===== src/hw/inr_regs.svh =====
// Register offsets, field positions, reset values and scaling for the inrush detector.
// Assumes byte addresses on a 32-bit Avalon-MM slave, one register per aligned word.
`ifndef INR_REGS_SVH
`define INR_REGS_SVH

`define INR_OFS_CTRL      5'h00
`define INR_OFS_RATIO     5'h04
`define INR_OFS_MINLVL    5'h08
`define INR_OFS_FLAGS     5'h0c
`define INR_OFS_IRQ_STAT  5'h10
`define INR_OFS_IRQ_MASK  5'h14

`define INR_CTRL_EN_BIT   0
`define INR_FLAGS_GEN_BIT 3
`define INR_IRQ_ON_BIT    0
`define INR_IRQ_OFF_BIT   1

`define INR_CTRL_EN_RST   1'h0
`define INR_RATIO_RST     7'h0f
`define INR_RATIO_MIN     7'h05
`define INR_RATIO_MAX     7'h32
`define INR_MINLVL_RST    7'h1e
`define INR_MINLVL_MIN    7'h14
`define INR_MINLVL_MAX    7'h64
`define INR_IRQ_MASK_RST  2'h0

// Percent scale and the magnitude code that equals the nominal CT current
`define INR_PCT_FULL      7'h64
`define INR_NOMINAL_CODE  16'h1000

`endif


===== src/hw/inr_pkg.sv =====
// Types shared by the inrush detector modules.
// Assumes magnitudes are unsigned 16-bit codes from the measurement stage.
package inr_pkg;

   typedef logic [15:0] inr_mag_t;
   typedef logic [6:0]  inr_pct_t;
   typedef logic [23:0] inr_prod_t;

   typedef struct packed {
      logic                valid;
      inr_mag_t [2:0]      fund;
      inr_mag_t [2:0]      harm;
   } inr_sample_s;

   typedef struct packed {
      logic [1:0]          status;
      logic                irq;
   } inr_irq_s;

   typedef struct packed {
      logic                wait_n;
      logic [31:0]         rdata;
      logic                enable;
      inr_pct_t            ratio;
      inr_pct_t            minlvl;
      logic [2:0]          phase;
      logic                general;
      logic                evt_valid;
      logic                evt_value;
      logic [1:0]          mask;
   } inr_state_s;

endpackage : inr_pkg


===== src/hw/inr_phase_cmp.sv =====
// One phase of the inrush comparison, purely combinational.
// Assumes settings are already within range; the caller registers the result.
module inr_phase_cmp (
   input  wire inr_pkg::inr_mag_t fund,      // Fundamental magnitude
   input  wire inr_pkg::inr_mag_t harm,      // Second-harmonic magnitude
   input  wire inr_pkg::inr_pct_t ratio,     // Harmonic ratio, percent
   input  wire inr_pkg::inr_pct_t minlvl,    // Minimum fundamental, percent of nominal
   output logic                   detect     // Inrush seen on this phase
);
   import inr_pkg::*;
`include "inr_regs.svh"

   inr_prod_t harm_scaled;
   inr_prod_t fund_scaled;
   inr_prod_t fund_pct;
   inr_prod_t level_ref;

   always_comb begin
      // Cross-multiplied so no divider is needed
      harm_scaled = inr_prod_t'(harm) * inr_prod_t'(`INR_PCT_FULL);   // see RULE12
      fund_scaled = inr_prod_t'(fund) * inr_prod_t'(ratio);
      fund_pct    = inr_prod_t'(fund) * inr_prod_t'(`INR_PCT_FULL);
      level_ref   = inr_prod_t'(minlvl) * inr_prod_t'(`INR_NOMINAL_CODE);   // see RULE8
      detect      = (harm_scaled > fund_scaled) && (fund_pct > level_ref);   // see RULE1 // see RULE2
   end

endmodule : inr_phase_cmp


===== src/hw/inr_irq.sv =====
// Sticky event status, mask and level interrupt.
// Assumes clr_rd pulses for the one cycle in which software's status read completes.
module inr_irq (
   input  wire logic       mclk,     // System clock
   input  wire logic       rstn,     // Asynchronous reset, active low
   input  wire logic [1:0] set,      // Event pulses
   input  wire logic       clr_rd,   // Status read completes
   input  wire logic [1:0] mask,     // Enabled events
   output logic      [1:0] status,   // Sticky status
   output logic            irq       // Interrupt level
);
   import inr_pkg::*;

   inr_irq_s st_q;
   inr_irq_s st_d;

   always_comb begin
      st_d = st_q;
      // A set in the clearing cycle survives the clear
      st_d.status = (clr_rd ? 2'h0 : st_q.status) | set;
      st_d.irq    = |(st_d.status & mask);
   end

   always_ff @(posedge mclk or negedge rstn) begin
      if (!rstn) begin
         st_q <= '0;
      end else begin
         st_q <= st_d;
      end
   end

   assign status = st_q.status;
   assign irq    = st_q.irq;

endmodule : inr_irq


===== src/hw/inr_detector.sv =====
// Second-harmonic inrush detector: three phase comparators, flags, events, registers.
// Assumes one clock, magnitudes synchronous to mclk with a one-cycle valid strobe,
// and an Avalon-MM master that holds its request until waitrequest is seen low.
//
// Behaviour
// RULE1: A phase flags inrush when second harmonic over fundamental exceeds the ratio setting.
// RULE2: A phase flag needs its fundamental above the minimum level setting.
// RULE3: Phases L1, L2, L3 are judged separately, each with its own flag.
// RULE4: The general flag is high when any phase flag is high.
// RULE5: A high block input forces every flag low.
// RULE6: Ratio setting takes 5 to 50 percent in whole steps, resets to 15.
// RULE7: Minimum level takes 20 to 100 percent in whole steps, resets to 30.
// RULE8: Minimum level is a percentage of nominal CT current, checked per phase.
// RULE9: The measurement stage supplies fundamental and second-harmonic magnitudes per phase.
// RULE10: General flag rising emits an on event, falling emits an off event. A fall caused by writing enable off emits no event.
// RULE11: An enable setting, off after reset, gates all flags and events.
// RULE12: Comparison by cross-multiplication, flags updated once per input sample.
//
// The implementer's own choices: the Avalon-MM slave port and the placing of the registers.
module inr_detector (
   input  wire logic               mclk,                  // System sample clock
   input  wire logic               rstn,                  // Asynchronous reset, active low
   input  wire logic [4:0]         avs_address,           // Byte address
   input  wire logic               avs_read,              // Read request
   input  wire logic               avs_write,             // Write request
   input  wire logic [31:0]        avs_writedata,         // Write data
   output logic      [31:0]        avs_readdata,          // Read data
   output logic                    avs_waitrequest,       // Request not yet taken
   input  wire inr_pkg::inr_sample_s sample,              // Per-phase magnitudes with strobe
   input  wire logic               detector_block_input,  // Disable from user logic
   output logic                    phase1_inrush_flag,    // Inrush on L1
   output logic                    phase2_inrush_flag,    // Inrush on L2
   output logic                    phase3_inrush_flag,    // Inrush on L3
   output logic                    general_inrush_flag,   // Inrush on any phase
   output logic                    restraint_event_valid, // Event pulse
   output logic                    restraint_event_value, // Event value, 1 on, 0 off
   output logic                    irq                    // Interrupt level
);
   import inr_pkg::*;
`include "inr_regs.svh"

   inr_state_s st_q;
   inr_state_s st_d;

   logic [2:0] det_c;
   logic [1:0] irq_status;
   logic [1:0] irq_set;
   logic       req;
   logic       take;
   logic       wr_take;
   logic       rd_take;
   logic       gate_on;
   logic       stat_rd;

   // One comparator per phase, fed from the matching slice of the sample
   genvar gi;
   generate
      for (gi = 0; gi < 3; gi++) begin : g_phase
         inr_phase_cmp u_cmp (                                  // see RULE3 // see RULE9
            .fund   (sample.fund[gi]),
            .harm   (sample.harm[gi]),
            .ratio  (st_q.ratio),
            .minlvl (st_q.minlvl),
            .detect (det_c[gi])
         );
      end
   endgenerate

   always_comb begin
      req     = avs_read || avs_write;
      take    = req && st_q.wait_n;
      wr_take = avs_write && st_q.wait_n;
      rd_take = avs_read && st_q.wait_n;
      stat_rd = rd_take && (avs_address == `INR_OFS_IRQ_STAT);
      // Enable written off acts at the write edge, so no flag can rise without its event
      gate_on = st_q.enable && !(wr_take && (avs_address == `INR_OFS_CTRL) &&
                                 !avs_writedata[`INR_CTRL_EN_BIT]) && !detector_block_input;
   end

   always_comb begin
      st_d           = st_q;
      st_d.evt_valid = 1'b0;
      st_d.evt_value = st_q.evt_value;

      // Waitrequest drops for exactly one cycle per request; the request is taken there
      st_d.wait_n = req && !st_q.wait_n;

      // Read data is prepared one cycle ahead so it stands when waitrequest is low
      // Status includes pending sets, as the clear at the taking edge would lose them
      st_d.rdata = 32'h0;
      if (req && !st_q.wait_n) begin
         unique case (avs_address)
            `INR_OFS_CTRL:     st_d.rdata[`INR_CTRL_EN_BIT] = st_q.enable;
            `INR_OFS_RATIO:    st_d.rdata[6:0] = st_q.ratio;
            `INR_OFS_MINLVL:   st_d.rdata[6:0] = st_q.minlvl;
            `INR_OFS_FLAGS:    st_d.rdata[3:0] = {st_q.general, st_q.phase};
            `INR_OFS_IRQ_STAT: st_d.rdata[1:0] = irq_status | irq_set;
            `INR_OFS_IRQ_MASK: st_d.rdata[1:0] = st_q.mask;
            default:           st_d.rdata = 32'h0;
         endcase
      end

      if (wr_take) begin
         unique case (avs_address)
            `INR_OFS_CTRL: begin
               st_d.enable = avs_writedata[`INR_CTRL_EN_BIT];   // see RULE11
            end
            `INR_OFS_RATIO: begin
               // Values outside the setting range are ignored, not clamped
               if (avs_writedata[31:0] >= 32'(`INR_RATIO_MIN) &&
                   avs_writedata[31:0] <= 32'(`INR_RATIO_MAX)) begin   // see RULE6
                  st_d.ratio = avs_writedata[6:0];
               end
            end
            `INR_OFS_MINLVL: begin
               if (avs_writedata[31:0] >= 32'(`INR_MINLVL_MIN) &&
                   avs_writedata[31:0] <= 32'(`INR_MINLVL_MAX)) begin   // see RULE7
                  st_d.minlvl = avs_writedata[6:0];
               end
            end
            `INR_OFS_IRQ_MASK: begin
               st_d.mask = avs_writedata[1:0];
            end
            default: begin
               st_d.mask = st_q.mask;
            end
         endcase
      end

      // Block and disable act at once; a new sample is needed to raise a flag again
      if (!gate_on) begin
         st_d.phase   = 3'h0;                                   // see RULE5 // see RULE11
         st_d.general = 1'b0;
      end else if (sample.valid) begin
         st_d.phase   = det_c;                                  // see RULE12
         st_d.general = |det_c;                                 // see RULE4
      end

      // Disabling drops the flags silently; a block still reports the fall
      if (st_q.enable && st_d.enable && (st_d.general != st_q.general)) begin
         st_d.evt_valid = 1'b1;                                 // see RULE10
         st_d.evt_value = st_d.general;
      end
   end

   always_ff @(posedge mclk or negedge rstn) begin
      if (!rstn) begin
         st_q           <= '0;
         st_q.enable    <= `INR_CTRL_EN_RST;
         st_q.ratio     <= `INR_RATIO_RST;
         st_q.minlvl    <= `INR_MINLVL_RST;
         st_q.mask      <= `INR_IRQ_MASK_RST;
      end else begin
         st_q <= st_d;
      end
   end

   always_comb begin
      irq_set                   = 2'h0;
      irq_set[`INR_IRQ_ON_BIT]  = st_q.evt_valid && st_q.evt_value;
      irq_set[`INR_IRQ_OFF_BIT] = st_q.evt_valid && !st_q.evt_value;
   end

   inr_irq u_irq (
      .mclk   (mclk),
      .rstn   (rstn),
      .set    (irq_set),
      .clr_rd (stat_rd),
      .mask   (st_q.mask),
      .status (irq_status),
      .irq    (irq)
   );

   assign avs_readdata          = st_q.rdata;
   assign avs_waitrequest       = !st_q.wait_n;
   assign phase1_inrush_flag    = st_q.phase[0];
   assign phase2_inrush_flag    = st_q.phase[1];
   assign phase3_inrush_flag    = st_q.phase[2];
   assign general_inrush_flag   = st_q.general;
   assign restraint_event_valid = st_q.evt_valid;
   assign restraint_event_value = st_q.evt_value;

   // Checks
   inr_prod_t chk_harm1;
   inr_prod_t chk_fund1;
   inr_prod_t chk_lvl2;
   inr_prod_t chk_ref2;
   inr_prod_t chk_harm2;
   inr_prod_t chk_fund2;
   inr_prod_t chk_harm3;
   inr_prod_t chk_fund3;
   inr_prod_t chk_lvl1;
   inr_prod_t chk_lvl3;

   always_comb begin
      chk_harm1 = inr_prod_t'(sample.harm[0]) * inr_prod_t'(`INR_PCT_FULL);
      chk_fund1 = inr_prod_t'(sample.fund[0]) * inr_prod_t'(st_q.ratio);
      chk_lvl2  = inr_prod_t'(sample.fund[1]) * inr_prod_t'(`INR_PCT_FULL);
      chk_ref2  = inr_prod_t'(st_q.minlvl) * inr_prod_t'(`INR_NOMINAL_CODE);
      chk_harm2 = inr_prod_t'(sample.harm[1]) * inr_prod_t'(`INR_PCT_FULL);
      chk_fund2 = inr_prod_t'(sample.fund[1]) * inr_prod_t'(st_q.ratio);
      chk_harm3 = inr_prod_t'(sample.harm[2]) * inr_prod_t'(`INR_PCT_FULL);
      chk_fund3 = inr_prod_t'(sample.fund[2]) * inr_prod_t'(st_q.ratio);
      chk_lvl1  = inr_prod_t'(sample.fund[0]) * inr_prod_t'(`INR_PCT_FULL);
      chk_lvl3  = inr_prod_t'(sample.fund[2]) * inr_prod_t'(`INR_PCT_FULL);
   end
endmodule : inr_detector


===== config.mk =====
export PLATFORM = sky130hd
export DESIGN_NAME = inr_detector
export DESIGN_NICKNAME = d
export VERILOG_FILES = /design/src/hw/inr_pkg.sv /design/src/hw/inr_phase_cmp.sv /design/src/hw/inr_irq.sv /design/src/hw/inr_detector.sv
export VERILOG_INCLUDE_DIRS = /design/src /design/src/hw
export SDC_FILE = /design/constraint.sdc
export NUM_CORES = 1
export LEC_CHECK = 0
export ABC_AREA = 0
export BUFFER_PORTS_ARGS = -buffer_cell sky130_fd_sc_hd__buf_4
export CORE_AREA = 3 3 266 268
export DETAILED_ROUTE_END_ITERATION = 8
export DIE_AREA = 0 0 269 271
export PLACE_DENSITY_LB_ADDON = 0.08
export SLEW_MARGIN = 30
export SYNTH_ARGS = -nofsm -noshare
export SYNTH_HDL_FRONTEND = slang
export SYNTH_HIERARCHICAL = 1
export SYNTH_SLANG_ARGS = --single-unit

===== constraint.sdc =====
create_clock -name mclk -period 8.02 [get_ports mclk]
set_input_delay 1.604 -clock mclk [delete_from_list [all_inputs] [get_ports mclk]]
set_output_delay 1.604 -clock mclk [all_outputs]
set_load 0.01 [all_outputs]

# Word-level counts from Yosys, hierarchy flattened
# Index checks and enable logic that the tools add are counted.
dict set report classes {
  reduce_logical 29
  mux 15
  n_addsub 0
  bitwise 3
  n_eq_ne 7
  div 0
  order_cmp 10
  multipliers 9
  shift 0
}
# op count
set ops {}
lappend ops {{multiplier 16 x 5 -> 21 bit (second input constant)} 6}
lappend ops {{> comparator 23 x 19 -> 1 bit} 3}
lappend ops {{> comparator 23 bit} 3}
lappend ops {{multiplier 16 x 7 -> 23 bit} 3}
lappend ops {{two-way mux 7 bit} 5}
lappend ops {{greater-or-equal comparator 32 x 3 -> 1 bit (second input constant)} 1}
lappend ops {{greater-or-equal comparator 32 x 5 -> 1 bit (second input constant)} 1}
lappend ops {{less-or-equal comparator 32 x 6 -> 1 bit (second input constant)} 1}
lappend ops {{less-or-equal comparator 32 x 7 -> 1 bit (second input constant)} 1}
lappend ops {{logical AND 1 bit} 17}
lappend ops {{two-way mux 15 bit} 1}
lappend ops {{== test 5 x 4 -> 1 bit (second input constant)} 2}
lappend ops {{== test 5 bit (second input constant)} 2}
lappend ops {{two-way mux 4 bit} 2}
lappend ops {{case mux 1 bit (6 select lines)} 1}
lappend ops {{case mux 2 bit (3 select lines)} 1}
lappend ops {{case mux 3 bit (2 select lines)} 1}
lappend ops {{AND reduction 3 bit} 2}
lappend ops {{== test 5 x 3 -> 1 bit (second input constant)} 1}
lappend ops {{logical NOT 1 bit} 5}
lappend ops {{logical NOT 5 bit} 1}
lappend ops {{case mux 1 bit (5 select lines)} 1}
lappend ops {{two-way mux 2 bit} 2}
lappend ops {{OR 2 bit} 2}
lappend ops {{8 further kinds} 8}
dict set report word_totals {
  reg_bits 34
  wordCells 85
  n_memories 0
  ramBits 0
  latch_bits 0
  out_inout_bits 40
  romBits 0
}

# Longest topological paths before layout
# Gate-level depths: netlist (run 1).
dict set report logic_depth {
  ltp_word 10
  ltp_mapped 32
  mapped_depth_nobuf 31
}

# Cells and area by module
# Netlist (run 1), hierarchy kept.
# mod n_inst seq_area_each_um2 area_each_um2 cells_each
set modules_own_cells {}
lappend modules_own_cells {{inr_phase_cmp (g_phase[0].u_cmp)} 1 0.0 7403.4 895}
lappend modules_own_cells {{inr_phase_cmp (g_phase[2].u_cmp)} 1 0.0 7307.0 873}
lappend modules_own_cells {{inr_phase_cmp (g_phase[1].u_cmp)} 1 0.0 7274.5 886}
lappend modules_own_cells {inr_detector 1 785.8 1833.0 174}
lappend modules_own_cells {inr_irq 1 75.1 103.8 7}

# Least setup slack after synthesis (run 1)
# Ideal clock, no wire load.
dict set report synth_timing {
  path_kind {input port to flip-flop}
  start {in sample[68] (netlist name)}
  end {reg st_q, in the netlist restraint_event_value}
  arrival_time_ns 7.479
  n_path_buf 0
  slack_ns 0.411
  path_stages 28
  t_required_ns 7.889
  cell_sequence {and2_1 -> fa_1 -> fa_1 -> fa_1 -> inv_1 -> fa_1 -> inv_1 -> ha_1 -> and2_1 -> o21ai_0 -> nand2b_1 -> a221o_1 -> a21o_1 -> a31oi_1 -> xor2_1 -> ha_1 -> a21o_1 -> a21o_1 -> a21o_1 -> a21oi_1 -> o21ai_0 -> a21o_1 -> o21ai_0 -> a31oi_1 -> nor4b_1 -> nor3_1 -> o21ai_0 -> a2bb2oi_1}
}
dict set report synth_via {
  elab_chain_cells 8
}
# item line
set synth_rtl {}
lappend synth_rtl {{start, declared} inr_detector.sv:29} ;# input wire inr_pkg::inr_sample_s sample,
lappend synth_rtl {{multiplier 16 x 7 -> 23 bit / multiplier 16 x 5 -> 21 bit (equally long branches)} {inr_phase_cmp.sv:21, inr_phase_cmp.sv:22}}
lappend synth_rtl {{> comparator 23 bit / > comparator 23 x 19 -> 1 bit (equally long branches)} inr_phase_cmp.sv:24} ;# detect = (harm_scaled > fund_scaled) && (fund_pct > level_ref);
lappend synth_rtl {{logical AND 1 bit (*)} inr_phase_cmp.sv:24}
lappend synth_rtl {{named net det_c[1]} inr_detector.sv:45} ;# logic [2:0] det_c;
lappend synth_rtl {{OR reduction 3 bit (*)} inr_detector.sv:136} ;# st_d.general = |det_c;
lappend synth_rtl {{two-way mux 4 bit (*)} inr_detector.sv:134} ;# end else if (sample.valid) begin
lappend synth_rtl {{two-way mux 4 bit (*)} inr_detector.sv:131} ;# if (!gate_on) begin
lappend synth_rtl {{!= test 1 bit} inr_detector.sv:140} ;# if (st_q.enable && st_d.enable && (st_d.general != st_q.general)) begin
lappend synth_rtl {{logical AND 1 bit} inr_detector.sv:140}
lappend synth_rtl {{end signal, assigned} inr_detector.sv:154} ;# st_q <= st_d;
lappend synth_rtl {{end, declared} inr_detector.sv:42} ;# inr_state_s st_q;
# Mark *: on every way through the listed nets, which the timed path passes. The rest lies on a longest branch. The select of a mux whose other input is x is not followed.
# A chain may end at the register's enable or synchronous reset.

==> results_dict.tcl, run 1 <==
set metrics [dict create \
    hp-start "u_irq/status[0]$_DFF_PN0_" \
    clkLatencyLatePin_ns 0.28 \
    most_frequent_cells_in_the_layout "inv_1 (605), ha_1 (524), fa_1 (273), buf_4 (263), and2_1 (232)" \
    required_ns 8.16 \
    portbufs 153 \
    number_of_primary_i_o_pins 179 \
    yosysWarnings 6 \
    area_fraction_in_compound_gates_after_synthesis_pct 13.2 \
    min_path_type "reg -> reg" \
    post_route_cells_drive_above_1_share_pct 11.5 \
    timing_hold_violations_final 0 \
    cts_tree "done" \
    clock_sinks 34 \
    routed_wirelength_um 57800 \
    post_synth_instance_area_um2 23900 \
    post_drt_via_cell_ratio 4.85 \
    die_extent_in_y_um 271 \
    die-area_um2 72900 \
    placement.cell_area_um2 26800 \
    origin_of_the_critical_flop_to_flop_path "st_q[18]$_DFFE_PN1P_" \
    max_freq_ghz 0.130 \
    synth_simple_gate_area_share_pct 15.9 \
    die_width_um 269 \
    firstDrtPassIters 5 \
    min_period_over_period_pct 96.2 \
    holdWs_ns 0.494 \
    cts_buffers 5 \
    leakage_power_nw 14.9 \
    post_synth_xor_area_fraction_pct 4.61 \
    core_um2 68600 \
    timing.critical_path.buf_inv 7 \
    grt_pass1_wl_um 99200 \
    starting_density_of_the_core_pct 34.9 \
    post-route-util_pct 39.5 \
    postSynth.topFlopCell "dfrtp_1" \
    max-vdd-ir-drop_uv 95.3 \
    postRouteAntennaNets 0 \
    main_combinational_cell_family_by_area_after_synthesis "adder cells" \
    max-cap-violations 0 \
    synthesis.instances 2835 \
    ys_seq_elements 34 \
    wl_per_cell_um 14.4 \
    critical_path.slowest_cell "fa_1" \
    design_area_um2 27100 \
    endpoint_class_of_the_critical_path "flip-flop" \
    globalRoute.totalOverflow 0 \
    hpwlAfterDp_um 50500 \
    synth.yosys.seq_area_share_pct 3.60 \
    grt_start_max_net_pins 35 \
    via_count_of_the_first_global_routing_pass 20500 \
    post_synth.cell_area_avg_um2 8.44 \
    final_period_minus_worst_setup_slack_ns 7.72 \
    gpl.final_weighted_congestion 0.815 \
    cp_top_family "adder cells" \
    worstSetupStartpointType "primary input" \
    powerDensity_nw_per_um2 95.0 \
    cts_root_buffer "clkbuf_16" \
    max_slew.worst_pin.slew_ns 0.766 \
    cp-startpoint "sample[67]" \
    critPathKind "in -> reg" \
    fillers 7030 \
    maxSlewHeadroom_pct 48.9 \
    htreeDepth 2 \
    cp_slowest_stage_delay_ns 0.53 \
    gr-usage-all-layers_pct 16.1 \
    outcome "finished clean" \
    post_synth_num_cell_types 88 \
    worst_path_max_fanout 4 \
    mostFrequentLayoutCell "inv_1" \
    async_flop_share_pct 100 \
    clock_tree.buffer_depth 2 \
    drc_errors 0 \
    setup_violating_endpoint_count_in_the_final_report 0 \
    flow.area_growth_from_synthesis_pct 13.3 \
    cp.arrival_ns 7.86 \
    vias 19400 \
    final.setup_skew_ns 0.00314 \
    clk_pin_slew_ns 0.05 \
    antenna_found_initial 1 \
    finalMaxSlewViolations 0 \
    fp-row-count 96 \
    synth_edf_count 0 \
    layout.nets 4005 \
    drt_iter0_drc 659 \
    holdBufCountCts 0 \
    synth_adder_area_share_pct 50.3 \
    muxShareOfSynthArea_pct 1.24 \
]
[what timing repair did]
action                                  4_1_cts  5_1_grt
setup buffers                                 0        0
endpoints found under the setup margin        2        3
gates resized for setup                       2       21
pin swaps                                     0       12
[routing by layer]
| metal | vias to the layer above | GRT usage [%] | share of wire [%] |
|---|---|---|---|
| li1 | 9756 | - | - |
| met5 | - | 0 | 0 |
| met4 | 0 | 1.76 | 1.0 |
| met3 | 39 | 0.782 | 2.3 |
| met1 | 9385 | 22.0 | 48 |
| met2 | 228 | 28.6 | 48 |
[path summary, 6_finish.rpt]
path                       cells after the start  slack, ns                         endpoint
setup / recovery                              31       0.30  restraint_event_valid$_DFF_PN0_
hold / removal                                 1       0.49        u_irq/status[0]$_DFF_PN0_
setup reg to reg                              27       0.85  restraint_event_valid$_DFF_PN0_
hold reg to reg                                1       0.49        u_irq/status[0]$_DFF_PN0_
max in group asynchronous                      1       6.40             st_q[15]$_DFFE_PN1P_
min in group asynchronous                      1       1.27        avs_readdata[0]$_DFF_PN0_
[registers in the layout, summed over array words and instances, names as in the netlist]
name and cells:
u_irq/status 2, restraint_event_value 1, phase3_inrush_flag 1, st_q 18, general_inrush_flag 1, phase2_inrush_flag 1, avs_readdata 7, phase1_inrush_flag 1
restraint_event_valid 1, u_irq/irq 1
[layout make-up]
type                       count  area, um2  share of cell area [%]
multi-input combinational   2156      20600                    76.0
timing repair buffer         266       2030                    7.51
tap                          931       1160                    4.30
antenna                        2       5.00                  0.0185
sequential                    34        861                    3.18
clock buffer                   8        166                   0.614
inverter                     605       2270                    8.38
[stage by stage]
step | setup slack, ns | instances | setup TNS, ns | total power [W]
floorplan | 0.411 | 2859 | 0 | 0.00178
global placement | -0.261 | 3992 | -0.551 | 0.00232
detailed placement | -0.397 | 3992 | -0.971 | 0.00235
CTS | 0.00589 | 4000 | 0 | 0.00259
global route | -0.0177 | 4000 | -0.0194 | 0.00294
finish | 0.305 | 4002 | 0 | 0.00257
[cells by family (layout without fill, tap and decap cells)]
| family | Yosys count | count (layout) |
|---|---|---|
| compound gates | 472 | 472 |
| xor+xnor | 126 | 126 |
| fa+ha+maj | 798 | 798 |
| buf+inv | 669 | 879 |
| flops | 34 | 34 |
| mux | 24 | 24 |
| other cells | 1 | 27 |
| simple gates | 711 | 711 |
[power breakdown]
part	switching (W)	total, W	internal, W	leakage, nW
registers	0.00000996	0.000194	0.000184	0.431
logic	0.00118	0.00217	0.000992	14.4
clock network	0.0000688	0.000209	0.000140	0.0832
total	0.00126	0.00257	0.00132	14.9
[cell usage after synthesis (37+ instances only)]
library cell  instances  area share [%]
ha_1                525              27
nor3_1               39            0.82
nor2_1               96             1.5
nand2_1             166             2.6
a21o_1               68             2.1
fa_1                273              23
and2_1              234             6.1
xor2_1               50             1.8
inv_1               605             9.5
xnor2_1              76             2.8
a21oi_1             126             2.6
o21ai_0              85             1.8
o21a_1               37             1.2
(Power assumes the default switching activity.)
==> inputs of run 2 (changes only) <==
- CORE_AREA: 3 3 266 268 -> 3 3 264 266
- DIE_AREA: 0 0 269 271 -> 0 0 267 269
- SETUP_SLACK_MARGIN: not set -> 0.15
- SYNTH_HIERARCHICAL: 1 -> not set
==> run 2 against run 1 <==
  * First-iteration DRC count rose by 16%
  * Combinational power about the same
  * Sequential cell count unchanged
  * Global-route usage up 0.22 points
  * Utilization is 0.78 points lower
  * Routed wire length up 0.38%
  * Critical path type unchanged
  * Largest power group unchanged
  * Via count is 3.5% lower
  * Die area shrank 1.5%
  * Worst hold slack gained 0.0095 ns
  * Final cell count down 4.1%
==> results_dict.tcl, run 2 <==
set metrics [dict create \
    ys_top_cells_by_count "inv_1 (601), ha_1 (524), fa_1 (273), and2_1 (233), nand2_1 (194)" \
    most_frequent_cells_in_the_layout "inv_1 (601), ha_1 (523), fa_1 (273), and2_1 (233), nand2_1 (194)" \
    antenna_found_initial 2 \
    placement.cell_area_um2 25800 \
    postSynth.topFlopCell "dfrtp_1" \
    fin_tns_setup_ns 0 \
    via_count_of_the_first_global_routing_pass 19600 \
    portbufs 153 \
    routed_wirelength_um 58000 \
    grt_start_max_net_pins 39 \
    post_synth.cell_area_avg_um2 8.35 \
    antenna_cells_inserted 0 \
    clock_tree.buffer_depth 2 \
    setup_violating_endpoint_count_in_the_final_report 0 \
    clkLatencyLatePin_ns 0.28 \
    hpwlAfterDp_um 50400 \
    vias 18700 \
    gpl.final_weighted_congestion 0.814 \
    clk_pin_slew_ns 0.06 \
    globalRoute.totalOverflow 0 \
    wl_per_cell_um 15.1 \
    final_period_minus_worst_setup_slack_ns 7.60 \
    cp.arrival_ns 7.76 \
    synthesis.instances 2824 \
    flow.area_growth_from_synthesis_pct 10.4 \
    fp-row-count 95 \
    required_ns 8.19 \
    yosysTopAreaCellShare_pct 27.8 \
    gr-usage-all-layers_pct 16.3 \
    max-vdd-ir-drop_uv 76.9 \
    postRouteAntennaNets 0 \
    max_freq_ghz 0.132 \
    top_register "st_q" \
    critical_path.slowest_cell "fa_1" \
    yosysWarnings 0 \
    max_slew.worst_pin.slew_ns 0.897 \
    fillers 7035 \
    endpoint_class_of_the_critical_path "flip-flop" \
    cts_root_buffer "clkbuf_16" \
    cts_tree "done" \
    worstSetupStartpointType "primary input" \
    post-synth-top-area-cell "ha_1" \
    ys_seq_elements 34 \
    clock_sinks 34 \
    drc_errors 0 \
    yosysMostFrequentCell "inv_1" \
    synth.yosys.seq_area_share_pct 3.65 \
    final.setup_skew_ns 0.00841 \
    worst_path_max_fanout 3 \
    starting_density_of_the_core_pct 35.1 \
    worst-r2r-cell-count 25 \
    whs_path_depth 1 \
    outcome "finished clean" \
    drt_iter0_drc 765 \
    powerDensity_nw_per_um2 97.8 \
    grt_pass1_wl_um 97500 \
    die_extent_in_y_um 269 \
    rsz0062_at_grt "no" \
    max-cap-violations 0 \
    largest_register_ff_count 18 \
    holdBufCountCts 0 \
    synth_edf_count 0 \
    cp_slowest_stage_delay_ns 0.54 \
    post_route_cells_drive_above_1_share_pct 8.91 \
    design_area_um2 26000 \
    min_path_type "reg -> reg" \
    timing_hold_violations_final 0 \
    htreeDepth 2 \
    core_um2 67300 \
    die-area_um2 71800 \
    post_synth_main_area_contributors "ha_1 (28%), fa_1 (23%), inv_1 (9.6%)" \
    post_drt_via_cell_ratio 4.88 \
    number_of_primary_i_o_pins 179 \
    min_period_over_period_pct 94.7 \
    layout.nets 3898 \
    post_synth_instance_area_um2 23600 \
    maxSlewHeadroom_pct 40.2 \
    cts_buffers 5 \
    firstDrtPassIters 6 \
    post_synth_num_cell_types 82 \
    critPathKind "in -> reg" \
    leakage_power_nw 14.4 \
    die_width_um 267 \
    finalMaxSlewViolations 0 \
    async_flop_share_pct 100 \
    mostFrequentLayoutCell "inv_1" \
]
[run 2: cell types whose count changed in the layout (fill, tap and decap cells not counted), sizes merged, moves of 19 or more]
cell	before	now
buf	266	188
nand2	166	194
nor2	97	120
o21a	38	15
a21oi	127	106
o21ai	94	73
nand3	28	47
[run 2: routing by layer]
| metal | up-vias | share of wire [%] | global-route usage (%) |
|---|---|---|---|
| met5 | - | 0 | 0 |
| met4 | 0 | 0.28 | 0.904 |
| met3 | 10 | 2.4 | 0.566 |
| met2 | 247 | 48 | 29.3 |
| met1 | 9059 | 49 | 22.8 |
| li1 | 9422 | - | - |
[run 2: worst max-delay path, delay by kind of cell]
family | cells | cell delay [ns]
adder cells (fa/ha/maj) | 6 | 2.62
AO/OA/AOI/OAI | 14 | 2.32
buffers and inverters | 7 | 0.67
AND/OR/NAND/NOR | 3 | 0.38
XOR/XNOR | 1 | 0.17
[run 2: logic make-up (layout without fill, tap and decap cells)]
family,after synthesis,count (layout),synth area share (%)
adder cells (fa/ha/maj),797,797,51.0
other,1,25,0.0159
flip-flops,34,34,3.65
AO/OA/AOI/OAI,403,403,11.6
AND/OR/NAND/NOR,757,757,16.6
XOR/XNOR,126,126,4.68
buffers and inverters,682,797,11.4
multiplexers,24,24,1.15
[run 2: what timing repair did]
| action | CTS | global route |
|---|---|---|
| resized for setup | 0 | 21 |
| endpoints found under the setup margin | 0 | 5 |
| setup buffers | 0 | 1 |
[run 2: final timing paths]
kind | startpoint | to | slack (ns)
setup / recovery | sample[67] | general_inrush_flag$_DFF_PN0_ | 0.42
hold / removal | st_q[55]$_DFF_PN0_ | st_q[55]$_DFF_PN0_ | 0.50
setup reg to reg | st_q[17]$_DFFE_PN1P_ | restraint_event_valid$_DFF_PN0_ | 0.88
hold reg to reg | st_q[55]$_DFF_PN0_ | st_q[55]$_DFF_PN0_ | 0.50
max in group asynchronous | rstn | st_q[11]$_DFFE_PN1P_ | 6.39
min in group asynchronous | rstn | avs_readdata[0]$_DFF_PN0_ | 1.28
[run 2: metrics by stage]
stage	instances	utilization, %	worst slack (ns)	hold WS, ns	power, W
after floorplan	2848	-	0.521	0.451	0.00179
after global placement	3827	38.3	0.0584	0.475	0.00231
after detailed placement	3827	38.3	-0.0988	0.493	0.00235
after CTS	3835	38.5	0.207	0.502	0.00257
after global routing	3836	38.7	0.132	0.533	0.00290
final	3836	38.7	0.422	0.504	0.00255
[run 2: final cells by class]
type	instances	area [um2]	area share (%)
sequential	34	861	3.30
timing repair buffer	188	1440	5.51
tap	873	1090	4.19
clock buffer	6	139	0.533
multi-input combinational	2132	20300	77.7
clock inverter	2	12.5	0.0480
inverter	601	2260	8.66
[run 2: where the power goes]
| group | switching [W] | internal, W |
|---|---|---|
| sequential | 0.00000576 | 0.000179 |
| combinational | 0.00121 | 0.000960 |
| clock | 0.0000715 | 0.000123 |
==> inputs of run 3 (changes only) <==
- ABC_CLOCK_PERIOD_IN_PS: not set -> 8020
- CORE_AREA: 3 3 264 266 -> 3 3 247 249
- DIE_AREA: 0 0 267 269 -> 0 0 250 252
==> run 3 against run 2 <==
  * Routed wire length down 3.3%
  * Clock power is essentially flat
  * Worst setup slack better by 0.028 ns
  * Utilization increased by 5.2 points
  * Die area fell by 12%
  * Via count grew 0.35%
  * Count of clock-buffer cells in the layout rose by 1
  * Sequential share of layout area barely moved
  * Non-clock buffer count shrank 3
  * Largest cell class unchanged
==> results_dict.tcl, run 3 (synthesis results as in run 2) <==
set metrics [dict create \
    most_frequent_cells_in_the_layout "inv_1 (601), ha_1 (524), fa_1 (273), and2_1 (233), nand2_1 (194)" \
    cp_slowest_stage_delay_ns 0.53 \
    final_period_minus_worst_setup_slack_ns 7.57 \
    grt_pass1_wl_um 96700 \
    hp-start "st_q[55]$_DFF_PN0_" \
    outcome "finished clean" \
    holdBufCountCts 0 \
    wl_per_cell_um 15.0 \
    critical_path.reg2reg.endpoint "restraint_event_valid$_DFF_PN0_" \
    gpl.final_weighted_congestion 0.798 \
    clock_tree.buffer_depth 2 \
    number_of_primary_i_o_pins 179 \
    final.setup_skew_ns 0.00494 \
    clkLatencyLatePin_ns 0.28 \
    antenna_found_initial 2 \
    worst_path_max_fanout 2 \
    maxSlewHeadroom_pct 44.7 \
    layout.nets 3895 \
    finalMaxSlewViolations 0 \
    core_um2 58900 \
    stdcell_count 3734 \
    required_ns 8.17 \
    max-cap-violations 0 \
    mostFrequentLayoutCell "inv_1" \
    drc_errors 0 \
    rsz0062_at_grt "yes" \
    origin_of_the_critical_flop_to_flop_path "st_q[17]$_DFFE_PN1P_" \
    die-area_um2 63000 \
    top_register "st_q" \
    design_area_um2 25900 \
    gr-usage-all-layers_pct 18.1 \
    p_sw_share_pct 50.1 \
    comb_power_share_pct 85.2 \
    via_count_of_the_first_global_routing_pass 19900 \
    post_drt_via_cell_ratio 5.04 \
    power_share_of_the_sequential_group_pct 7.2 \
    post-route-util_pct 43.9 \
    drt_iter0_drc 549 \
    min_period_over_period_pct 94.4 \
    leakage_power_nw 14.4 \
    max_freq_ghz 0.132 \
    dp_cells 3723 \
    starting_density_of_the_core_pct 40.1 \
    timing_hold_violations_final 0 \
    switchingPower_w 0.00128 \
    worst_hold_path.endpoint "st_q[55]$_DFF_PN0_" \
    whs_path_depth 1 \
    fp-row-count 89 \
    flow.area_growth_from_synthesis_pct 9.60 \
    min_path_type "reg -> reg" \
    worst-r2r-cell-count 25 \
    hpwlAfterDp_um 48600 \
    critPathKind "in -> reg" \
    largest_register_ff_count 18 \
    cts_root_buffer "clkbuf_16" \
    firstDrtPassIters 5 \
    cp.arrival_ns 7.72 \
    internal_power_w 0.00127 \
    critical_path.slowest_cell "fa_1" \
    max_slew.worst_pin.slew_ns 0.830 \
    post_route_cells_drive_above_1_share_pct 8.72 \
    die_width_um 250 \
    powerDensity_nw_per_um2 98.4 \
    routed_wirelength_um 56100 \
    grt_start_max_net_pins 35 \
    portbufs 153 \
    endpoint_class_of_the_critical_path "flip-flop" \
    cts_buffers 5 \
    max-vdd-ir-drop_uv 67.3 \
    clock_sinks 34 \
    setup_violating_endpoint_count_in_the_final_report 0 \
    clockPowerShare_pct 7.6 \
    r2r_slack_ns 0.94 \
    placement.cell_area_um2 25600 \
    cp-startpoint "sample[67]" \
    cts_tree "done" \
    fin_tns_setup_ns 0 \
    postRouteAntennaNets 0 \
    globalRoute.totalOverflow 0 \
    vias 18800 \
    htreeDepth 2 \
    clk_pin_slew_ns 0.05 \
    die_extent_in_y_um 252 \
    worstSetupStartpointType "primary input" \
]
run 3: power groups by stage:
stage / logic [W] / clock network (W) / registers, W
3_3_place_gp: 0.00210 / 0 / 0.000187
5_1_grt: 0.00251 / 0.000203 / 0.000185
3_5_place_dp: 0.00215 / 0 / 0.000187
2_1_floorplan: 0.00161 / 0 / 0.000186
4_1_cts: 0.00217 / 0.000195 / 0.000184
6_report: 0.00217 / 0.000192 / 0.000184
run 3: per-stage QoR:
step                      power (W)  worst slack, ns  hold slack, ns
final                       0.00254            0.450           0.503
after global routing        0.00290            0.133           0.520
after CTS                   0.00255            0.203           0.498
after detailed placement    0.00234          -0.0746           0.489
after global placement      0.00229           0.0582           0.473
after floorplan             0.00179            0.521           0.451
run 3: area by class of cell:
class,count,area (um2)
antenna,1,2.50
clock buffer,7,143
clock inverter,1,5.00
fill,5952,33100
inverter,601,2260
multi-input combinational,2132,20200
sequential,34,861
tap,773,967
timing repair buffer,185,1400
run 3: worst max-delay path, delay by kind of cell:
family / cells / cell delay (ns)
buffers and inverters: 6 / 0.47
XOR/XNOR: 1 / 0.17
adder cells (fa/ha/maj): 6 / 2.61
AND/OR/NAND/NOR: 3 / 0.30
AO/OA/AOI/OAI: 15 / 2.58
run 3: routing by layer:
layer | GRT usage [%] | wire (um) | vias to the layer above
met1 | 25.2 | 27200 | 9067
met5 | 0 | 38 | -
met2 | 31.8 | 26500 | 264
met3 | 1.32 | 1720 | 35
met4 | 2.23 | 629 | 4
li1 | - | - | 9434
run 3: worst max path at each step:
stage / end / slack, ns / depth (start not counted)
global route: restraint_event_value$_DFFE_PN0P_ / 0.13 / 25
CTS: restraint_event_value$_DFFE_PN0P_ / 0.20 / 26
global placement: restraint_event_valid$_DFF_PN0_ / 0.06 / 31
finish: restraint_event_valid$_DFF_PN0_ / 0.45 / 31
detailed placement: restraint_event_value$_DFFE_PN0P_ / -0.07 / 26
floorplan: general_inrush_flag$_DFF_PN0_ / 0.52 / 28
run 3: timing repair:
action	in CTS	in global routing
buffers inserted	0	2
hold endpoints to repair	0	0
resized for setup	0	20
endpoints found under the setup margin	0	5
